[src/cetm_regs.svh]
// Register offsets, field positions and reset values of the error, timing and mailbox block.
`ifndef CETM_REGS_SVH
`define CETM_REGS_SVH

// ----------------------------------------------------------------
// Register offsets
// ----------------------------------------------------------------
`define CETM_OFF_ERROR_STATUS 4'h0
`define CETM_OFF_ERROR_IRQ_EN 4'h1
`define CETM_OFF_TX_ERR_COUNT 4'h2
`define CETM_OFF_RX_ERR_COUNT 4'h3
`define CETM_OFF_DIAGNOSIS 4'h4
`define CETM_OFF_TIMING_PRESCALE 4'h5
`define CETM_OFF_TIMING_SEGMENTS 4'h6
`define CETM_OFF_PAGE_SELECT 4'h7
`define CETM_OFF_MAILBOX0 4'h8
`define CETM_OFF_MAILBOX1 4'h9
`define CETM_OFF_TRANSMIT_STATUS 4'hA
`define CETM_OFF_MASTER_CONTROL 4'hB
`define CETM_OFF_MASTER_STATUS 4'hC

// ----------------------------------------------------------------
// Reset values
// ----------------------------------------------------------------
`define CETM_RST_SEGMENTS 7'h23
`define CETM_RST_PAGE 3'h0

// ----------------------------------------------------------------
// Field positions
// ----------------------------------------------------------------
`define CETM_BIT_ERROR_IRQ_ENABLE 7
`define CETM_BIT_CODE_UPDATE_IRQ_ENABLE 4
`define CETM_BIT_BUS_OFF_FLAG 2
`define CETM_BIT_ERROR_PASSIVE_FLAG 1
`define CETM_BIT_ERROR_WARNING_FLAG 0
`define CETM_BIT_TX_ERROR_STATUS 5
`define CETM_BIT_ARBITRATION_LOST 4
`define CETM_BIT_TX_SUCCESS 3
`define CETM_BIT_REQUEST_COMPLETED 2
`define CETM_BIT_ABORT_REQUEST 1
`define CETM_BIT_SEND_REQUEST 0

// ----------------------------------------------------------------
// Counter limits
// ----------------------------------------------------------------
`define CETM_WARN_LIMIT 9'd96
`define CETM_PASSIVE_LIMIT 9'd127
`define CETM_BUSOFF_LIMIT 9'd255
`define CETM_REC_HIGH 8'd128
`define CETM_REC_RELOAD 8'd120
`define CETM_REC_BIG_STEP 8'd8
`define CETM_LEC_SOFT 3'h7

`endif

[src/cetm_pkg.sv]
// Types shared by the error, timing and mailbox block.
package cetm_pkg;
   typedef enum logic [2:0] {
      CETM_LEC_NONE = 3'h0,
      CETM_LEC_STUFF = 3'h1,
      CETM_LEC_FORM = 3'h2,
      CETM_LEC_ACK = 3'h3,
      CETM_LEC_BIT_REC = 3'h4,
      CETM_LEC_BIT_DOM = 3'h5,
      CETM_LEC_CRC = 3'h6,
      CETM_LEC_SOFT = 3'h7
   } cetm_lec_e;

   typedef enum logic [1:0] {
      CETM_RUN = 2'b00,
      CETM_INIT_WAIT = 2'b01,
      CETM_INIT = 2'b11
   } cetm_mode_e;

   typedef enum logic [1:0] {
      CETM_SEG_SYNC = 2'b00,
      CETM_SEG_ONE = 2'b01,
      CETM_SEG_TWO = 2'b11
   } cetm_seg_e;
endpackage : cetm_pkg

[src/cetm_core.sv]
// Error tracking, bit timing, page select and transmit mailbox control of the CAN block.
`timescale 1ns/1ps
`include "cetm_regs.svh"

module cetm_core (
   input wire logic ref_clk,
   input wire logic resetn,
   input wire logic [3:0] regAddr,
   input wire logic [7:0] regWrData,
   input wire logic regWrite,
   input wire logic regRead,
   output logic [7:0] regRdData,
   input wire logic canRx,
   output logic canTx,
   input wire logic busActive,
   input wire logic errDetect,
   input wire logic [2:0] errCode,
   input wire logic rxErrEvent,
   input wire logic rxErrBig,
   input wire logic txErrEvent,
   input wire logic txErrBig,
   input wire logic rxGood,
   input wire logic txGood,
   input wire logic [1:0] attemptDone,
   input wire logic attemptOk,
   input wire logic attemptLost,
   input wire logic resyncReq,
   input wire logic resyncLonger,
   input wire logic [1:0] resyncPhase,
   input wire logic protoTx,
   output logic [1:0] sendPending,
   output logic [1:0] abortPending,
   output logic [1:0] mailboxEmpty,
   output logic mailboxWriteEn,
   output logic [2:0] pageNumber,
   output logic samplePoint,
   output logic quantumTick,
   output logic initAcknowledge,
   output logic errorIrq,
   output logic errorIrqFlag
);

   // ----------------------------------------------------------------
   // Register state
   // ----------------------------------------------------------------
   logic [2:0] lecQ, lecD;
   logic busOffQ, busOffD;
   logic [7:0] irqEnQ, irqEnD;
   logic errIrqFlagQ, errIrqFlagD;
   logic [8:0] tecQ, tecD;
   logic [7:0] recQ, recD;
   logic silentQ, silentD, loopQ, loopD;
   logic sampleQ, sampleD;
   logic [7:0] prescaleQ, prescaleD;
   logic [6:0] segmentsQ, segmentsD;
   logic [2:0] pageQ, pageD;
   logic initReqQ, initReqD;
   cetm_pkg::cetm_mode_e modeQ, modeD;
   logic [5:0] mbQ [2], mbD [2];
   logic [7:0] rdDataQ, rdDataD;
   logic passiveFlag, warnFlag, passivePrevQ, warnPrevQ;

   // Write decode used by the registers below except the mailboxes and the master status clear.
   function automatic logic wrHit(input logic [3:0] off);
      wrHit = regWrite && (regAddr == off);
   endfunction : wrHit

   assign passiveFlag = (tecQ > `CETM_PASSIVE_LIMIT) ||
                        ({1'b0, recQ} > `CETM_PASSIVE_LIMIT);
   assign warnFlag = (tecQ > `CETM_WARN_LIMIT) ||
                     ({1'b0, recQ} > `CETM_WARN_LIMIT);

   // ----------------------------------------------------------------
   // Error status, counters and error interrupt flag
   // ----------------------------------------------------------------
   always_comb begin
      lecD = lecQ;
      if (wrHit(`CETM_OFF_ERROR_STATUS)) begin
         lecD = regWrData[6:4];
      end
      if (rxGood || txGood) begin
         lecD = cetm_pkg::CETM_LEC_NONE;
      end
      if (errDetect && errCode != `CETM_LEC_SOFT) begin
         lecD = errCode;
      end
      irqEnD = irqEnQ;
      if (wrHit(`CETM_OFF_ERROR_IRQ_EN)) begin
         irqEnD = regWrData & 8'h97;
      end
      tecD = tecQ;
      if (modeQ == cetm_pkg::CETM_INIT && !busOffQ) begin
         tecD = 9'h000;
      end else if (txErrEvent && !busOffQ) begin
         // Saturate past 255 so the ninth bit only ever signals overflow.
         tecD = (tecQ > `CETM_BUSOFF_LIMIT) ? tecQ :
                tecQ + (txErrBig ? 9'd8 : 9'd1);
      end else if (txGood && tecQ != 9'h000) begin
         tecD = tecQ - 9'd1;
      end
      recD = recQ;
      if (rxErrEvent) begin
         if (recQ <= 8'hF7) begin
            recD = recQ + (rxErrBig ? `CETM_REC_BIG_STEP : 8'd1);
         end else begin
            recD = 8'hFF;
         end
      end else if (rxGood) begin
         if (recQ > `CETM_REC_HIGH) begin
            recD = `CETM_REC_RELOAD;
         end else if (recQ != 8'h00) begin
            recD = recQ - 8'd1;
         end
      end
      busOffD = busOffQ;
      if (tecD > `CETM_BUSOFF_LIMIT) begin
         busOffD = 1'b1;
      end
      errIrqFlagD = errIrqFlagQ;
      if (regWrite && regAddr == `CETM_OFF_MASTER_STATUS && regWrData[2]) begin
         errIrqFlagD = 1'b0;
      end
      // Sets come last so an event in the clearing cycle is kept.
      if (errDetect && errCode != `CETM_LEC_SOFT && irqEnQ[`CETM_BIT_CODE_UPDATE_IRQ_ENABLE]) begin
         errIrqFlagD = 1'b1;
      end
      if ((busOffD && !busOffQ && irqEnQ[`CETM_BIT_BUS_OFF_FLAG]) ||
          (passiveFlag && !passivePrevQ && irqEnQ[`CETM_BIT_ERROR_PASSIVE_FLAG]) ||
          (warnFlag && !warnPrevQ && irqEnQ[`CETM_BIT_ERROR_WARNING_FLAG])) begin
         errIrqFlagD = 1'b1;
      end
   end

   always_ff @(posedge ref_clk or negedge resetn) begin
      if (!resetn) begin
         lecQ <= 3'h0;
         irqEnQ <= 8'h00;
         tecQ <= 9'h000;
         recQ <= 8'h00;
         busOffQ <= 1'b0;
         errIrqFlagQ <= 1'b0;
         passivePrevQ <= 1'b0;
         warnPrevQ <= 1'b0;
      end else begin
         lecQ <= lecD;
         irqEnQ <= irqEnD;
         tecQ <= tecD;
         recQ <= recD;
         busOffQ <= busOffD;
         errIrqFlagQ <= errIrqFlagD;
         passivePrevQ <= passiveFlag;
         warnPrevQ <= warnFlag;
      end
   end

   assign errorIrqFlag = errIrqFlagQ;
   assign errorIrq = irqEnQ[`CETM_BIT_ERROR_IRQ_ENABLE] && errIrqFlagQ;

   // ----------------------------------------------------------------
   // Diagnosis, timing, page and init mode
   // ----------------------------------------------------------------
   logic [5:0] qCntQ, qCntD;
   logic [4:0] tqCntQ, tqCntD;
   cetm_pkg::cetm_seg_e segQ, segD;
   logic [4:0] segLen, jump, phaseStep;

   always_comb begin
      silentD = silentQ;
      loopD = loopQ;
      if (wrHit(`CETM_OFF_DIAGNOSIS)) begin
         silentD = regWrData[1];
         loopD = regWrData[0];
      end
      prescaleD = prescaleQ;
      segmentsD = segmentsQ;
      // Timing registers only take writes in init mode so a live frame is never reshaped.
      if (wrHit(`CETM_OFF_TIMING_PRESCALE) && modeQ == cetm_pkg::CETM_INIT) begin
         prescaleD = regWrData;
      end
      if (wrHit(`CETM_OFF_TIMING_SEGMENTS) && modeQ == cetm_pkg::CETM_INIT) begin
         segmentsD = regWrData[6:0];
      end
      pageD = pageQ;
      if (wrHit(`CETM_OFF_PAGE_SELECT)) begin
         pageD = regWrData[2:0];
      end
      initReqD = initReqQ;
      if (wrHit(`CETM_OFF_MASTER_CONTROL)) begin
         initReqD = regWrData[0];
      end
      modeD = modeQ;
      case (modeQ)
         cetm_pkg::CETM_RUN: if (initReqQ) modeD = cetm_pkg::CETM_INIT_WAIT;
         cetm_pkg::CETM_INIT_WAIT: begin
            if (!initReqQ) modeD = cetm_pkg::CETM_RUN;
            else if (!busActive) modeD = cetm_pkg::CETM_INIT;
         end
         cetm_pkg::CETM_INIT: if (!initReqQ) modeD = cetm_pkg::CETM_RUN;
         default: modeD = cetm_pkg::CETM_RUN;
      endcase
      // Quantum prescaler and bit segment sequencer.
      quantumTick = (qCntQ == prescaleQ[5:0]);
      qCntD = quantumTick ? 6'h00 : qCntQ + 6'h01;
      jump = {3'b000, prescaleQ[7:6]} + 5'd1;
      segLen = (segQ == cetm_pkg::CETM_SEG_ONE) ? {1'b0, segmentsQ[3:0]} + 5'd1 :
               (segQ == cetm_pkg::CETM_SEG_TWO) ? {2'b00, segmentsQ[6:4]} + 5'd1 :
               5'd1;
      phaseStep = ({3'b000, resyncPhase} < jump) ? {3'b000, resyncPhase} : jump;
      if (resyncReq && segQ == cetm_pkg::CETM_SEG_ONE && resyncLonger) begin
         segLen = segLen + phaseStep;
      end else if (resyncReq && segQ == cetm_pkg::CETM_SEG_TWO && !resyncLonger) begin
         // Clamp at one quantum: a wrapped length would stretch the bit instead.
         segLen = (segLen > phaseStep) ? segLen - phaseStep : 5'd1;
      end
      tqCntD = tqCntQ;
      segD = segQ;
      sampleD = sampleQ;
      if (quantumTick) begin
         if (tqCntQ + 5'd1 >= segLen) begin
            tqCntD = 5'd0;
            case (segQ)
               cetm_pkg::CETM_SEG_SYNC: segD = cetm_pkg::CETM_SEG_ONE;
               cetm_pkg::CETM_SEG_ONE: begin
                  segD = cetm_pkg::CETM_SEG_TWO;
                  sampleD = canRx;
               end
               cetm_pkg::CETM_SEG_TWO: segD = cetm_pkg::CETM_SEG_SYNC;
               default: segD = cetm_pkg::CETM_SEG_SYNC;
            endcase
         end else begin
            tqCntD = tqCntQ + 5'd1;
         end
      end
   end

   always_ff @(posedge ref_clk or negedge resetn) begin
      if (!resetn) begin
         silentQ <= 1'b0;
         loopQ <= 1'b0;
         sampleQ <= 1'b1;
         prescaleQ <= 8'h00;
         segmentsQ <= `CETM_RST_SEGMENTS;
         pageQ <= `CETM_RST_PAGE;
         initReqQ <= 1'b0;
         modeQ <= cetm_pkg::CETM_RUN;
         qCntQ <= 6'h00;
         tqCntQ <= 5'd0;
         segQ <= cetm_pkg::CETM_SEG_SYNC;
      end else begin
         silentQ <= silentD;
         loopQ <= loopD;
         sampleQ <= sampleD;
         prescaleQ <= prescaleD;
         segmentsQ <= segmentsD;
         pageQ <= pageD;
         initReqQ <= initReqD;
         modeQ <= modeD;
         qCntQ <= qCntD;
         tqCntQ <= tqCntD;
         segQ <= segD;
      end
   end

   assign samplePoint = sampleQ;
   assign pageNumber = pageQ;
   assign initAcknowledge = (modeQ == cetm_pkg::CETM_INIT);
   // Silent mode keeps the bus recessive; loop-back also keeps the node off the bus.
   assign canTx = (silentQ || loopQ) ? 1'b1 : protoTx;

   // ----------------------------------------------------------------
   // Transmit mailboxes
   // ----------------------------------------------------------------
   for (genvar m = 0; m < 2; m++) begin : g_mb
      logic wrMb, clrDone, newReq, abortSet;
      assign wrMb = regWrite && (regAddr == (m[0] ? `CETM_OFF_MAILBOX1 : `CETM_OFF_MAILBOX0));
      assign newReq = wrMb && regWrData[`CETM_BIT_SEND_REQUEST] && !mbQ[m][`CETM_BIT_SEND_REQUEST];
      assign clrDone = (wrMb && regWrData[`CETM_BIT_REQUEST_COMPLETED]) ||
                       (regWrite && regAddr == `CETM_OFF_TRANSMIT_STATUS && regWrData[m]);
      assign abortSet = wrMb && regWrData[`CETM_BIT_ABORT_REQUEST] && mbQ[m][`CETM_BIT_SEND_REQUEST];
      always_comb begin
         mbD[m] = mbQ[m];
         if (clrDone || newReq) begin
            mbD[m][5:2] = 4'h0;
         end
         if (newReq) begin
            mbD[m][`CETM_BIT_SEND_REQUEST] = 1'b1;
         end
         if (abortSet) begin
            mbD[m][`CETM_BIT_ABORT_REQUEST] = 1'b1;
         end
         if (attemptDone[m] && mbQ[m][`CETM_BIT_SEND_REQUEST]) begin
            mbD[m][`CETM_BIT_TX_ERROR_STATUS] = !attemptOk && !attemptLost;
            mbD[m][`CETM_BIT_ARBITRATION_LOST] = attemptLost;
            mbD[m][`CETM_BIT_TX_SUCCESS] = attemptOk;
            if (attemptOk || mbQ[m][`CETM_BIT_ABORT_REQUEST]) begin
               mbD[m][`CETM_BIT_REQUEST_COMPLETED] = 1'b1;
               mbD[m][1:0] = 2'b00;
            end
         end else if (mbQ[m][`CETM_BIT_ABORT_REQUEST] && !busActive) begin
            mbD[m][`CETM_BIT_REQUEST_COMPLETED] = 1'b1;
            mbD[m][1:0] = 2'b00;
         end
      end
      assign sendPending[m] = mbQ[m][`CETM_BIT_SEND_REQUEST];
      assign abortPending[m] = mbQ[m][`CETM_BIT_ABORT_REQUEST];
      assign mailboxEmpty[m] = !mbQ[m][`CETM_BIT_SEND_REQUEST];
   end

   always_ff @(posedge ref_clk or negedge resetn) begin
      if (!resetn) begin
         mbQ[0] <= 6'h00;
         mbQ[1] <= 6'h00;
      end else begin
         mbQ[0] <= mbD[0];
         mbQ[1] <= mbD[1];
      end
   end

   // Pages 2 to 7 never expose a transmit mailbox for writing.
   assign mailboxWriteEn = (pageQ == 3'h0 || pageQ == 3'h1) &&
                           mailboxEmpty[pageQ[0]];

   // ----------------------------------------------------------------
   // Register read port
   // ----------------------------------------------------------------
   always_comb begin
      rdDataD = 8'h00;
      if (regRead) begin
         case (regAddr)
            `CETM_OFF_ERROR_STATUS: rdDataD = {1'b0, lecQ, 1'b0, busOffQ, passiveFlag, warnFlag};
            `CETM_OFF_ERROR_IRQ_EN: rdDataD = irqEnQ;
            `CETM_OFF_TX_ERR_COUNT: rdDataD = tecQ[7:0];
            `CETM_OFF_RX_ERR_COUNT: rdDataD = recQ;
            `CETM_OFF_DIAGNOSIS: rdDataD = {4'h0, canRx, sampleQ, silentQ, loopQ};
            `CETM_OFF_TIMING_PRESCALE: rdDataD = prescaleQ;
            `CETM_OFF_TIMING_SEGMENTS: rdDataD = {1'b0, segmentsQ};
            `CETM_OFF_PAGE_SELECT: rdDataD = {5'h00, pageQ};
            `CETM_OFF_MAILBOX0: rdDataD = {2'b00, mbQ[0]};
            `CETM_OFF_MAILBOX1: rdDataD = {2'b00, mbQ[1]};
            `CETM_OFF_TRANSMIT_STATUS: rdDataD = {2'b00, mbQ[1][`CETM_BIT_TX_SUCCESS],
               mbQ[0][`CETM_BIT_TX_SUCCESS], 2'b00, mbQ[1][`CETM_BIT_REQUEST_COMPLETED], mbQ[0][`CETM_BIT_REQUEST_COMPLETED]};
            `CETM_OFF_MASTER_CONTROL: rdDataD = {7'h00, initReqQ};
            `CETM_OFF_MASTER_STATUS: rdDataD = {5'h00, errIrqFlagQ, 1'b0, initAcknowledge};
            default: rdDataD = 8'h00;
         endcase
      end
   end

   always_ff @(posedge ref_clk or negedge resetn) begin
      if (!resetn) begin
         rdDataQ <= 8'h00;
      end else begin
         rdDataQ <= rdDataD;
      end
   end

   assign regRdData = rdDataQ;

endmodule : cetm_core

[config.mk]
export PLATFORM = sky130hd
export DESIGN_NAME = cetm_core
export DESIGN_NICKNAME = d
export VERILOG_FILES = /design/src/cetm_pkg.sv /design/src/cetm_core.sv
export VERILOG_INCLUDE_DIRS = /design/src
export SDC_FILE = /design/constraint.sdc
export NUM_CORES = 1
export LEC_CHECK = 0
export ABC_AREA = 1
export ABC_CLOCK_PERIOD_IN_PS = 5200
export BUFFER_PORTS_ARGS = -buffer_cell sky130_fd_sc_hd__buf_2
export CAP_MARGIN = 30
export CORE_ASPECT_RATIO = 0.6
export CORE_MARGIN = 3
export CORE_UTILIZATION = 40
export CTS_BUF_LIST = sky130_fd_sc_hd__clkbuf_8
export CTS_CLUSTER_DIAMETER = 80
export DETAILED_ROUTE_END_ITERATION = 16
export PLACE_DENSITY = 0.64
export SYNTH_ARGS = -nofsm -noshare
export SYNTH_HDL_FRONTEND = slang
export SYNTH_SLANG_ARGS = --single-unit
[constraint.sdc]
create_clock -name ref_clk -period 5.2 [get_ports ref_clk]
set_clock_uncertainty 0.05 [all_clocks]
set_input_delay 1.04 -clock ref_clk [delete_from_list [all_inputs] [get_ports ref_clk]]
set_output_delay 1.04 -clock ref_clk [all_outputs]
set_load 0.03 [all_outputs]
# After elaboration in Yosys (flattened, before gate mapping)
# Index checks and enable logic that the tools add are counted.
dict set report totals {
  regBits 86
  latch_bits 0
  ramBits 0
  romBits 0
  in_bits 37
  out_inout_bits 24
  wordCells 206
  memories 0
}
dict set report op_classes {
  add_sub_neg 11
  n_mul 0
  div_mod_pow 0
  order_cmp 12
  n_eq_ne 22
  shifts 0
  n_mux 51
  bitwise 0
  n_reduce_logical 86
}
# op n
set op_table {}
lappend op_table {{$pmux W8 S13} 1}
lappend op_table {{$logic_and A1 B1 Y1} 48}
lappend op_table {{$mux W8} 6}
lappend op_table {{$mux W3} 12}
lappend op_table {{$mux W9} 4}
lappend op_table {{$mux W5} 5}
lappend op_table {{$eq A4 B4 Y1 const B} 5}
lappend op_table {{$mux W4} 5}
lappend op_table {{$gt A9 B7 Y1 const B} 2}
lappend op_table {{$gt A9 B8 Y1 const B} 2}
lappend op_table {{$eq A4 B3 Y1 const B} 4}
lappend op_table {{$gt A8 B7 Y1 const B} 2}
lappend op_table {{$logic_or A1 B1 Y1} 13}
lappend op_table {{$mux W1} 11}
lappend op_table {{$add A9 B4 Y9} 1}
lappend op_table {{$logic_not A1 Y1} 9}
lappend op_table {{$reduce_bool A3 Y1} 3}
lappend op_table {{$reduce_bool A9 Y1} 1}
lappend op_table {{$sub A9 B1 Y9 const B} 1}
lappend op_table {{$add A8 B4 Y8} 1}
lappend op_table {{$eq A4 B2 Y1 const B} 2}
lappend op_table {{$gt A8 B8 Y1 const B} 1}
lappend op_table {{$le A8 B8 Y1 const B} 1}
lappend op_table {{$mux W2} 4}
lappend op_table {{other kinds (29)} 38}

# Logic depth before layout (Yosys ltp)
# Gate-level depths: netlist of run 1.
dict set report depth {
  ltp_word 12
  ltp_mapped 25
  mapped_depth_nobuf 25
}

# Least setup slack after synthesis of run 1
# Ideal clock, no wire load.
dict set report synth_timing {
  path_kind {in2reg}
  startpoint {input port resyncPhase[1]}
  endpoint {register tqCntQ[0]}
  setup_time_ps 83
  arrival_ps 3757
  required_ps 5067
  slack_ps 1311
  stages 19
  n_path_buf 0
  path_cell_list {ha_1 a21oi_1 nor2_1 o21ai_0 ha_1 inv_1 fa_1 o21ai_0 nand3_1 nand2_1 nor2_1 nor2_1 ha_1 a21oi_1 o21a_1 nand3b_1 nor2_1 nand2_1 o21ai_0}
}
dict set report synth_via {
  elab_chain_len 8
  word_cells_on_any_way 10
  cone_classes {add/sub: 2; order compare: 3; mux: 5}
}
# element line_no
set synth_rtl {}
lappend synth_rtl {{start: declaration} cetm_core.sv:29} ;# input wire logic [1:0] resyncPhase,
lappend synth_rtl {{$lt A2 B3 Y1} cetm_core.sv:208} ;# phaseStep = ({3'b000, resyncPhase} < jump) ? {3'b000, resyncPhase} : jump;
lappend synth_rtl {{$mux W3 (*)} cetm_core.sv:208}
lappend synth_rtl {{$sub A5 B3 Y5 / $gt A5 B3 Y1 (equally long branches)} cetm_core.sv:213} ;# segLen = (segLen > phaseStep) ? segLen - phaseStep : 5'd1;
lappend synth_rtl {{$mux W5} cetm_core.sv:213}
lappend synth_rtl {{$mux W5} cetm_core.sv:211} ;# end else if (resyncReq && segQ == cetm_pkg::CETM_SEG_TWO && !resyncLonger) begin
lappend synth_rtl {{$mux W5 (*)} cetm_core.sv:209} ;# if (resyncReq && segQ == cetm_pkg::CETM_SEG_ONE && resyncLonger) begin
lappend synth_rtl {{$ge A5 B5 Y1 (*)} cetm_core.sv:219} ;# if (tqCntQ + 5'd1 >= segLen) begin
lappend synth_rtl {{$mux W5 (*)} cetm_core.sv:219}
lappend synth_rtl {{end signal: assignment} cetm_core.sv:259} ;# tqCntQ <= tqCntD;
lappend synth_rtl {{end: declaration} cetm_core.sv:163} ;# logic [4:0] tqCntQ, tqCntD;
# Mark *: on every way between the ends. The rest lies on a longest branch, timed or not.
# A chain may end at the register's enable or synchronous reset.

# Final worst setup path of run 1
# Ends and elaborated chain as after synthesis.

==> flow_summary.json, run 1 <==
{
  "grtUsageMet2": 0.267,
  "clock_latency_ns": 0.37,
  "relSlewSlack": 0.499,
  "p_per_area_nw_per_um2": 386,
  "power_w": 0.00254,
  "yosysWarnings": 0,
  "via_count": 5700,
  "ys_dominant_reg_cell": "dfrtp_1",
  "layout_commonest_cell": "nand2_1",
  "met1_usage": 0.380,
  "track_usage": 0.217,
  "cts.path.max_buffers": 2,
  "routedWlPerCell_um": 15.4,
  "synth-async-reset-ratio": 1.00,
  "crit_path_frequent_cell": "nor2_1",
  "drt-pass1-iter-count": 5,
  "cts_root_buf": "clkbuf_8",
  "ant_nets": 0,
  "path_clk_slew_ns": 0.10,
  "viasPerCell": 5.10,
  "drv_cap": 0,
  "finalNetCount": 987,
  "cts_setup_buffers": 0,
  "synth_cell_types": 39,
  "finalSetupViolCount": 0,
  "vdd_drop_max_uv": 170,
  "path_max_fanout": 5,
  "layout_common_cells": "238 x nand2_1, 133 x inv_1, 83 x nor2_1",
  "cts_resized": 0,
  "place_area_um2": 6370,
  "yosys-top-cells-area": "dfrtp_1 35%, nand2_1 15%, inv_1 8.4%, ha_1 5.7%, o21ai_0 5.6%",
  "antenna_found_initial": 0,
  "io_buffers": 60,
  "hold_start": "samplePoint",
  "syn_area_per_cell_um2": 6.85,
  "grt_max_degree": 46,
  "finalInstanceArea_um2": 6600,
  "path_class": "in2reg",
  "core_area_um2": 14000,
  "cts_buffers": 9,
  "timing.final.crit_share": 0.780,
  "post-place-ws_ns": 0.819,
  "gp_congestion": 0.954,
  "worstSetupStartpoint": "resyncPhase[1]",
  "area_growth_pct": 11.4,
  "arrival_ns": 4.30,
  "rows": 33,
  "die_h_um": 100,
  "ctsHoldBuffers": 0,
  "yosysSeqAreaShare": 0.364,
  "holdWs_ns": 0.446,
  "slew_viol_final": 0,
  "final_hold_viol_count": 0,
  "die_x_um": 163,
  "grtUsageMet3": 0.0408,
  "overflow": 0,
  "io_pins": 61,
  "drt_wl_total_um": 17200,
  "rsz0062_at_grt": "no",
  "cts_tree": "yes",
  "grt_pass1_vias": 5076,
  "post-synth-top-area-cell": "dfrtp_1",
  "setup_ws_ns": 1.14,
  "cp.required_ns": 5.44,
  "cpPeakStageDelay_ns": 0.41,
  "leakage_nw": 3.47,
  "diodes": 0,
  "crit_path_start_kind": "primary input",
  "busiest_layer": "met1",
  "syn_nets": 930,
  "synth_area_um2": 5920,
  "r2r_start": "prescaleQ[7]",
  "cp_slowest_cell": "fa_1",
  "layout-drive-gt1-share": 0.117,
  "hpwl_um": 13700,
  "syn_inst": 864,
  "ys_ff_latch": 86,
  "status": "completed",
  "synth_top_area_frac": 0.347,
  "tns_ns": 0,
  "dieArea_um2": 16300,
  "grt_first_pass_wirelength_um": 27900,
  "endpoint_kind": "flop",
  "worst_slew_pin_slew_ns": 0.749,
  "fmax_mhz": 246,
  "initial_core_util": 0.422,
  "path_cells": "buf_2 -> ha_1 -> a21oi_1 -> nor2_1 -> o21ai_0 -> ha_1 -> inv_1 -> fa_1 -> o21ai_0 -> nand3_1 -> nand2_1 -> nor2_1 -> nor2_1 -> ha_1 -> a21oi_1 -> o21a_1 -> nand3b_1 -> nor2_1 -> nand2_1 -> o21ai_0",
  "drc": 0,
  "cts_sinks": 86,
  "hold_path_class": "reg2reg",
  "synth-edff-count": 0,
  "first_iter_violations": 677,
  "htree_levels": 3,
  "finalCriticalPeriod_ns": 4.06
}
layout make-up:
cell class / instances / area [um2]
tap: 192 / 240
inverter: 140 / 526
timing repair buffer: 61 / 310
clock buffer: 9 / 124
multi-input combinational: 623 / 3140
clock inverter: 7 / 103
fill: 1439 / 7440
sequential: 86 / 2160
worst paths after layout:
path / end / depth (start not counted) / slack (ns)
hold / removal: samplePoint / 2 / 0.45
max in group asynchronous: segmentsQ[0] / 2 / 3.48
setup reg to reg: tqCntQ[0] / 21 / 1.18
min in group asynchronous: tecQ[6] / 1 / 0.61
hold reg to reg: samplePoint / 2 / 0.45
setup / recovery: tqCntQ[0] / 20 / 1.14
registers in the layout, indices dropped and copies added, names as in the netlist, 3 cells and up:
register	cells
regRdData	8
tecQ	9
mbQ	8
tqCntQ	5
recQ	8
segmentsQ	7
lecQ	3
pageNumber	3
irqEnQ	5
qCntQ	6
prescaleQ	8
critical path, delay by kind of cell:
family	cells	cell delay [ns]
compound gates	6	1.02
fa+ha+maj	4	1.18
buf+inv	2	0.17
simple gates	8	0.91
cells by family (layout without fill, tap and decap cells):
family / Yosys count / count (layout) / synth area share
xor gates and xnor gates: 13 / 13 / 0.0192
buffers and inverters: 155 / 217 / 0.106
and+or+nand+nor: 430 / 430 / 0.309
DFF: 86 / 86 / 0.364
adders and majority gates: 29 / 29 / 0.0638
other: 2 / 2 / 0.00127
AOI/OAI and AO/OA: 149 / 149 / 0.137
synth_stat cells (2+ instances only):
library cell  instances
buf_2                 5
nand3_2               2
nand4_1              15
dfstp_2               4
a31oi_1               3
conb_1                2
inv_1               133
fa_1                  2
nor3_1               12
nand2_1             238
o21a_1                3
nand3_1              58
o21ai_1              17
nor3_2                2
dfrtp_1              82
buf_6                 3
xor2_1               12
o21ai_0              66
nand3b_1              3
a21oi_1              36
nor2_4                2
o22ai_1              12
inv_2                 6
o211ai_1              7
nor2_2                4
buf_4                 4
clkbuf_1              2
or2_2                 4
a211oi_1              2
ha_1                 27
nand2_2               6
nor2_1               83
report_power, final:
| part | internal (W) | switching (W) | total (W) |
|---|---|---|---|
| logic | 0.000327 | 0.000660 | 0.000986 |
| registers | 0.000820 | 0.000191 | 0.00101 |
| clock network | 0.000278 | 0.000269 | 0.000547 |
per-layer routing:
layer | wire [um] | up-vias
li1 | - | 2887
met1 | 9480 | 2565
met2 | 6010 | 239
met3 | 1660 | 9
met4 | 92 | 0
met5 | 0 | -
stage by stage:
stage               cells  utilization
global route         1118        0.470
detailed placement   1102        0.454
CTS                  1118        0.470
global placement     1102        0.454
floorplan             864            -
finish               1118        0.470
Power figures use the tool's default switching activity.
==> run 2: changes to the inputs <==
- ABC_AREA: 1 -> 0
- ABC_CLOCK_PERIOD_IN_PS: 5200 -> 3400
- PLACE_DENSITY: 0.64 -> 0.66
- clock period: 5.2 -> 3.4 ns (I/O delays scaled with it)
==> run 2 against run 1 <==
The flow now finishes with violations (setup timing). Cell count down 21%. Critical path depth decreased by 2. Area after synthesis fell by 3.4%. Worst hold slack worse by 0.12 ns. First-iteration DRC count down 35%. Clock power grew 33%. Global-route usage is 0.33 points higher. Combinational power increased by 110%. Cell area grew 2.4%. Via count decreased by 7.4%. Largest cell class unchanged.
==> flow_summary.json, run 2 <==
{
  "synth_most_common_cell": "dfrtp_1",
  "diodes": 0,
  "ys_ff_latch": 86,
  "grt_pass1_vias": 5019,
  "syn_area_per_cell_um2": 9.34,
  "ff2ff_path_depth": 18,
  "slew_viol_final": 0,
  "worst_slew_pin_slew_ns": 0.967,
  "cts_root_buf": "clkbuf_8",
  "syn_inst": 612,
  "die_x_um": 160,
  "overflow": 0,
  "path_class": "reg2reg",
  "die_h_um": 98.6,
  "holdWs_ns": 0.324,
  "cts_tree": "yes",
  "worstSetupStartpoint": "prescaleQ[7]",
  "path_clk_slew_ns": 0.10,
  "fmax_mhz": 243,
  "r2r_start": "prescaleQ[7]",
  "post-synth-top-area-cell": "dfrtp_1",
  "combinationalPowerShare": 0.456,
  "synth-edff-count": 0,
  "r2r-end": "tqCntQ[3]",
  "synth_area_um2": 5720,
  "largest_register": "tecQ",
  "largest_reg_flops": 9,
  "antenna_found_initial": 0,
  "finalNetCount": 751,
  "path_buf_inv": 2,
  "cts_sinks": 86,
  "initial_core_util": 0.413,
  "ctsHoldBuffers": 0,
  "path_depth": 18,
  "drv_cap": 0,
  "relSlewSlack": 0.347,
  "cts_buffers": 9,
  "layout-drive-gt1-share": 0.268,
  "synth_top_family_by_area": "compound AO/OA/AOI/OAI gates",
  "drt-pass1-iter-count": 5,
  "worstSetupEndpoint": "tqCntQ[3]",
  "crit_path_frequent_cell": "ha_4",
  "status": "complete, but fails checks",
  "hold_path_class": "in2async",
  "ant_nets": 0,
  "clock_latency_ns": 0.38,
  "dieArea_um2": 15800,
  "synth_mux_area_frac": 0.0792,
  "io_pins": 61,
  "finalSetupViolCount": 8,
  "ys_dominant_reg_cell": "dfrtp_1",
  "ys_top_cells_by_count": "82 x dfrtp_1, 52 x nor2_1, 40 x o21ai_0",
  "path_delay_family": "simple AND/OR/NAND/NOR gates",
  "layout_commonest_cell": "dfrtp_1",
  "arrival_ns": 4.35,
  "drc": 0,
  "routedWlPerCell_um": 19.4,
  "yosysWarnings": 0,
  "rows": 33,
  "seq_power_share": 0.380,
  "crit_path_start_kind": "flop",
  "setup_ws_ns": -0.710,
  "hpwl_um": 13000,
  "synthSimpleGateAreaFrac": 0.186,
  "cts.path.max_buffers": 2,
  "leakage_nw": 3.01,
  "drt_wl_total_um": 17100,
  "p_int_w": 0.00253,
  "track_usage": 0.221,
  "timing.final.crit_share": 1.21,
  "synth-async-reset-ratio": 1.00,
  "layout_common_cells": "82 x dfrtp_1, 59 x buf_2, 51 x nor2_1",
  "synth_top_area_frac": 0.359,
  "endpoint_kind": "flop",
  "grt_first_pass_wirelength_um": 27400,
  "finalCriticalPeriod_ns": 4.11,
  "yosys-top-cells-area": "dfrtp_1 36%, mux2_2 6.3%, ha_1 5.9%, o21ai_0 3.5%, nor2_1 3.4%",
  "r2r_slack_ns": -0.71,
  "path_max_fanout": 5,
  "final_hold_viol_count": 0,
  "cp.required_ns": 3.64,
  "switching_power_w": 0.00192,
  "synth_cell_types": 83,
  "first_iter_violations": 443,
  "cpPeakStageDelay_ns": 0.42,
  "via_count": 5280,
  "viasPerCell": 5.99,
  "htree_levels": 3,
  "gp_congestion": 0.949,
  "synth-compound-area-share": 0.214,
  "power_frac_clock": 0.164,
  "syn_nets": 678,
  "cp_slowest_cell": "dfrtp_1",
  "io_buffers": 60,
  "fin_util": 0.488,
  "p_per_area_nw_per_um2": 658,
  "synthAdderAreaFrac": 0.0661,
  "p_sw_frac": 0.431,
  "rsz0062_at_grt": "yes",
  "path_cells": "ha_4 -> inv_2 -> ha_4 -> o21ai_2 -> a21oi_2 -> mux2i_2 -> ha_4 -> or3b_4 -> o211ai_1 -> buf_4 -> a311oi_2 -> nor2_1 -> ha_1 -> nand2b_4 -> a31oi_4 -> o21ai_4 -> or3_4 -> o21ai_2",
  "grt_max_degree": 61,
  "vdd_drop_max_uv": 283,
  "area_growth_pct": 18.1,
  "synth-xor-area-share": 0.0322,
  "violations": "setup timing",
  "yosysSeqAreaShare": 0.377,
  "core_area_um2": 13800
}
-- run 2: cell types whose count changed in the layout (fill, tap and decap cells not counted), moves of 10 or more --
cell / change
a21oi_1: -11
a22o_1: +10
buf_4: +34
inv_1: -106
mux2_2: +30
nand2_1: -203
nand3_1: -35
nand4_1: -10
nor2_1: -32
nor2b_1: +16
o21ai_0: -36
xnor2_1: +11
-- run 2: power by group through the flow --
| stage | sequential (W) | combinational (W) | clock, W |
|---|---|---|---|
| global route | 0.00173 | 0.00223 | 0.000782 |
| detailed placement | 0.00169 | 0.00175 | 0 |
| finish | 0.00169 | 0.00203 | 0.000727 |
| floorplan | 0.00150 | 0.00140 | 0 |
| CTS | 0.00168 | 0.00190 | 0.000743 |
| global placement | 0.00168 | 0.00171 | 0 |
-- run 2: kinds of logic after synthesis --
group	Yosys count
xor+xnor	21
other cells	2
buf+inv	60
fa+ha+maj	29
flops	86
mux	40
compound gates	175
simple gates	199
-- run 2: worst register-to-register path: cells and delay by family (launching register included) --
| kind | cells | cell delay (ns) |
|---|---|---|
| buf+inv | 2 | 0.22 |
| mux | 1 | 0.34 |
| flops | 1 | 0.42 |
| compound gates | 7 | 0.90 |
| fa+ha+maj | 4 | 1.02 |
| simple gates | 4 | 1.06 |
-- run 2: repair_timing --
action                     in CTS  in global routing
setup endpoints to repair       8                  8
pin swaps                      17                 10
gates cloned                    0                  0
setup buffers                   5                  1
resized for setup              15                 16
-- run 2: routing by layer --
layer	vias to the layer above	track usage	wire (um)
li1	2414	-	-
met1	2620	0.350	8660
met2	232	0.291	6750
met3	14	0.0643	1580
met4	0	0.0473	150
met5	-	0	0
-- run 2: cell type report --
| type | instances | area (um2) |
|---|---|---|
| Timing Repair Buffer | 95 | 566 |
| Fill cell | 1306 | 7080 |
| Inverter | 27 | 101 |
| Clock buffer | 9 | 124 |
| Tap cell | 192 | 240 |
| Clock inverter | 7 | 67.6 |
| Sequential cell | 86 | 2160 |
| Multi-Input combinational cell | 466 | 3500 |
-- run 2: how the worst min path moves through the flow --
stage | endpoint | start | cells past startpoint
detailed placement | mbQ[2] | mbQ[2] | 1
finish | regRdData[7] | resetn | 1
floorplan | abortPending[0] | resetn | 0
global route | prescaleQ[7] | resetn | 1
global placement | qCntQ[0] | qCntQ[0] | 1
CTS | prescaleQ[7] | resetn | 1
-- run 2: through the flow --
stage / TNS, ns / power [W] / area, um2 / worst slack [ns] / std cells
2_1_floorplan: -3.47 / 0.00290 / 5750 / -0.505 / 612
3_3_place_gp: -5.30 / 0.00338 / 6370 / -0.733 / 861
3_5_place_dp: -6.25 / 0.00345 / 6370 / -0.877 / 861
4_1_cts: -4.58 / 0.00432 / 6660 / -0.611 / 882
5_1_grt: -6.71 / 0.00474 / 6760 / -0.874 / 882
6_report: -5.40 / 0.00444 / 6760 / -0.710 / 882
==> run 3: changes to the inputs <==
--- a/config.mk
+++ b/config.mk
@@ -7,5 +7,5 @@
 export NUM_CORES = 1
 export LEC_CHECK = 0
-export ABC_AREA = 0
+export ABC_AREA = 1
 export ABC_CLOCK_PERIOD_IN_PS = 3400
 export BUFFER_PORTS_ARGS = -buffer_cell sky130_fd_sc_hd__buf_2
==> constraint.sdc (replaced) <==
create_clock -name ref_clk -period 3.4 [get_ports ref_clk]
set_clock_uncertainty 0.05 [all_clocks]
set_input_delay 0.34 -clock ref_clk [delete_from_list [all_inputs] [get_ports ref_clk]]
set_output_delay 0.34 -clock ref_clk [all_outputs]
set_load 0.03 [all_outputs]
==> run 3 against run 2 <==
The flow still finishes with violations (setup timing). Clock-buffer cell count unchanged. Utilization about the same. Sequential power decreased by 8%. Routed wire length increased by 2.0%. Cell area increased by 1.4%. Non-clock buffer count decreased by 13. Worst hold slack got worse by 0.18 ns. Setup slack improved by 0.48 ns. Critical path depth increased by 6. First-iteration DRC count increased by 46%. Combinational power decreased by 22%. Register-to-register slack improved by 0.48 ns. Critical endpoint is now tqCntQ[4]. Highest routed layer unchanged.
==> flow_summary.json, run 3 (synthesis results as in run 1) <==
{
  "first_iter_violations": 647,
  "cts.path.max_buffers": 2,
  "area_growth_pct": 15.8,
  "cts_root_buf": "clkbuf_8",
  "viasPerCell": 5.12,
  "drt_wl_total_um": 17500,
  "leakage_nw": 3.58,
  "fin_util": 0.488,
  "drt-pass1-iter-count": 6,
  "path_class": "reg2reg",
  "drc": 0,
  "path_clk_slew_ns": 0.10,
  "fillers": 1423,
  "gp_congestion": 0.968,
  "slew_viol_final": 0,
  "holdWs_ns": 0.139,
  "largest_register": "tecQ",
  "cts_sinks": 86,
  "vdd_drop_max_uv": 324,
  "relSlewSlack": 0.595,
  "grt_pass1_vias": 5071,
  "routedWlPerCell_um": 15.3,
  "p_per_area_nw_per_um2": 579,
  "overflow": 0,
  "path_delay_family": "simple AND/OR/NAND/NOR gates",
  "io_pins": 61,
  "place_area_um2": 6520,
  "timing.final.crit_share": 1.07,
  "dieArea_um2": 16300,
  "path_cells": "ha_1 -> inv_2 -> ha_4 -> a21oi_2 -> nor2_2 -> nand2_1 -> o21a_2 -> inv_2 -> ha_1 -> a21oi_1 -> nand2_1 -> buf_4 -> buf_4 -> nor2_2 -> xnor2_1 -> nor2_1 -> nor2_1 -> ha_1 -> nand2_2 -> o21a_1 -> nand3b_1 -> nor2_4 -> nand2_1 -> o21ai_1",
  "grt_max_degree": 31,
  "finalInstanceArea_um2": 6850,
  "layout_common_cells": "237 x nand2_1, 129 x inv_1, 82 x dfrtp_1",
  "path_buf_inv": 4,
  "cp_slowest_cell": "dfrtp_1",
  "hpwl_um": 14100,
  "power_w": 0.00396,
  "multi_input_area_um2": 3230,
  "antenna_found_initial": 0,
  "stdcell_count": 1139,
  "path_max_fanout": 4,
  "via_count": 5837,
  "setup_ws_ns": -0.228,
  "die_x_um": 163,
  "regArea_um2": 2160,
  "worst_slew_pin_slew_ns": 0.603,
  "cpPeakStageDelay_ns": 0.39,
  "finalSetupViolCount": 8,
  "finalCriticalPeriod_ns": 3.63,
  "core_area_um2": 14000,
  "finalNetCount": 1008,
  "layout-drive-gt1-share": 0.163,
  "layout_commonest_cell": "nand2_1",
  "violations": "setup timing",
  "rsz0062_at_grt": "yes",
  "fmax_mhz": 276,
  "clock_latency_ns": 0.36,
  "arrival_ns": 3.87,
  "largest_reg_flops": 9,
  "dp_cells": 1120,
  "rows": 33,
  "crit_path_start_kind": "flop",
  "hold_path_class": "in2reg",
  "ant_nets": 0,
  "endpoint_kind": "flop",
  "track_usage": 0.218,
  "htree_levels": 3,
  "cts_tree": "yes",
  "final_hold_viol_count": 0,
  "cts_buffers": 9,
  "grt_first_pass_wirelength_um": 27900,
  "io_buffers": 60,
  "status": "complete, but fails checks",
  "initial_core_util": 0.422,
  "drv_cap": 0,
  "cp.required_ns": 3.65,
  "die_h_um": 100,
  "diodes": 0
}
==> run 3: changes by cell type in the layout (fill, tap and decap cells not counted), moves of 11 or more <==
cell,change
buf_4,-14
inv_1,+102
mux2_2,-30
nand2_1,+202
nand3_1,+35
nor2_1,+24
nor2b_1,-16
o21ai_0,+30
o21ai_1,+11
xnor2_1,-11
==> run 3: worst paths after layout <==
path / cells past startpoint / slack, ns / startpoint / to
max: 24 / -0.23 / prescaleQ[7] / tqCntQ[4]
min: 3 / 0.14 / regRead / regRdData[2]
max reg2reg: 24 / -0.23 / prescaleQ[7] / tqCntQ[4]
min reg2reg: 1 / 0.43 / modeQ[1] / modeQ[0]
max in group asynchronous: 3 / 2.13 / resetn / segmentsQ[5]
min in group asynchronous: 2 / 0.38 / resetn / regRdData[0]
==> run 3: layout make-up <==
type,count,area share
Clock buffer,9,0.0181
Timing Repair Buffer,82,0.0687
Tap cell,192,0.0351
Clock inverter,7,0.0150
Sequential cell,86,0.315
Multi-Input combinational cell,623,0.472
Inverter,140,0.0767
==> run 3: where the power goes <==
part           switching (W)  internal [W]  total (W)  leakage, nW
logic                0.00105      0.000541    0.00159         2.39
clock network       0.000402      0.000424   0.000827        0.111
registers           0.000297       0.00125    0.00155         1.08
==> run 3: repair_timing <==
| item | CTS | global route |
|---|---|---|
| setup endpoints to repair | 8 | 8 |
| setup buffers | 0 | 2 |
| gates resized for setup | 9 | 16 |
| hold buffers | 1 | 0 |
| hold endpoints to repair | 24 | 0 |
| pin swaps | 13 | 20 |
| cloned | 0 | 0 |
==> run 3: stage by stage <==
step           worst slack (ns)  TNS, ns
6_report                 -0.228    -1.69
5_1_grt                  -0.546    -3.97
4_1_cts                  -0.236    -1.62
3_5_place_dp             -0.399    -2.80
3_3_place_gp             -0.262    -1.76
2_1_floorplan           0.00413        0
==> run 3: per-layer routing <==
metal	vias to the layer above	wire, um	global-route usage
met2	260	6130	0.258
met1	2631	9370	0.382
met4	0	98	0.0312
met5	-	0	0
li1	2934	-	-
met3	12	1880	0.0528
==> run 3: tightest hold or removal path, cell delays in order <==
cell and delay [ns]:
buf_2 0.09, nand2_1 0.05, inv_1 0.04
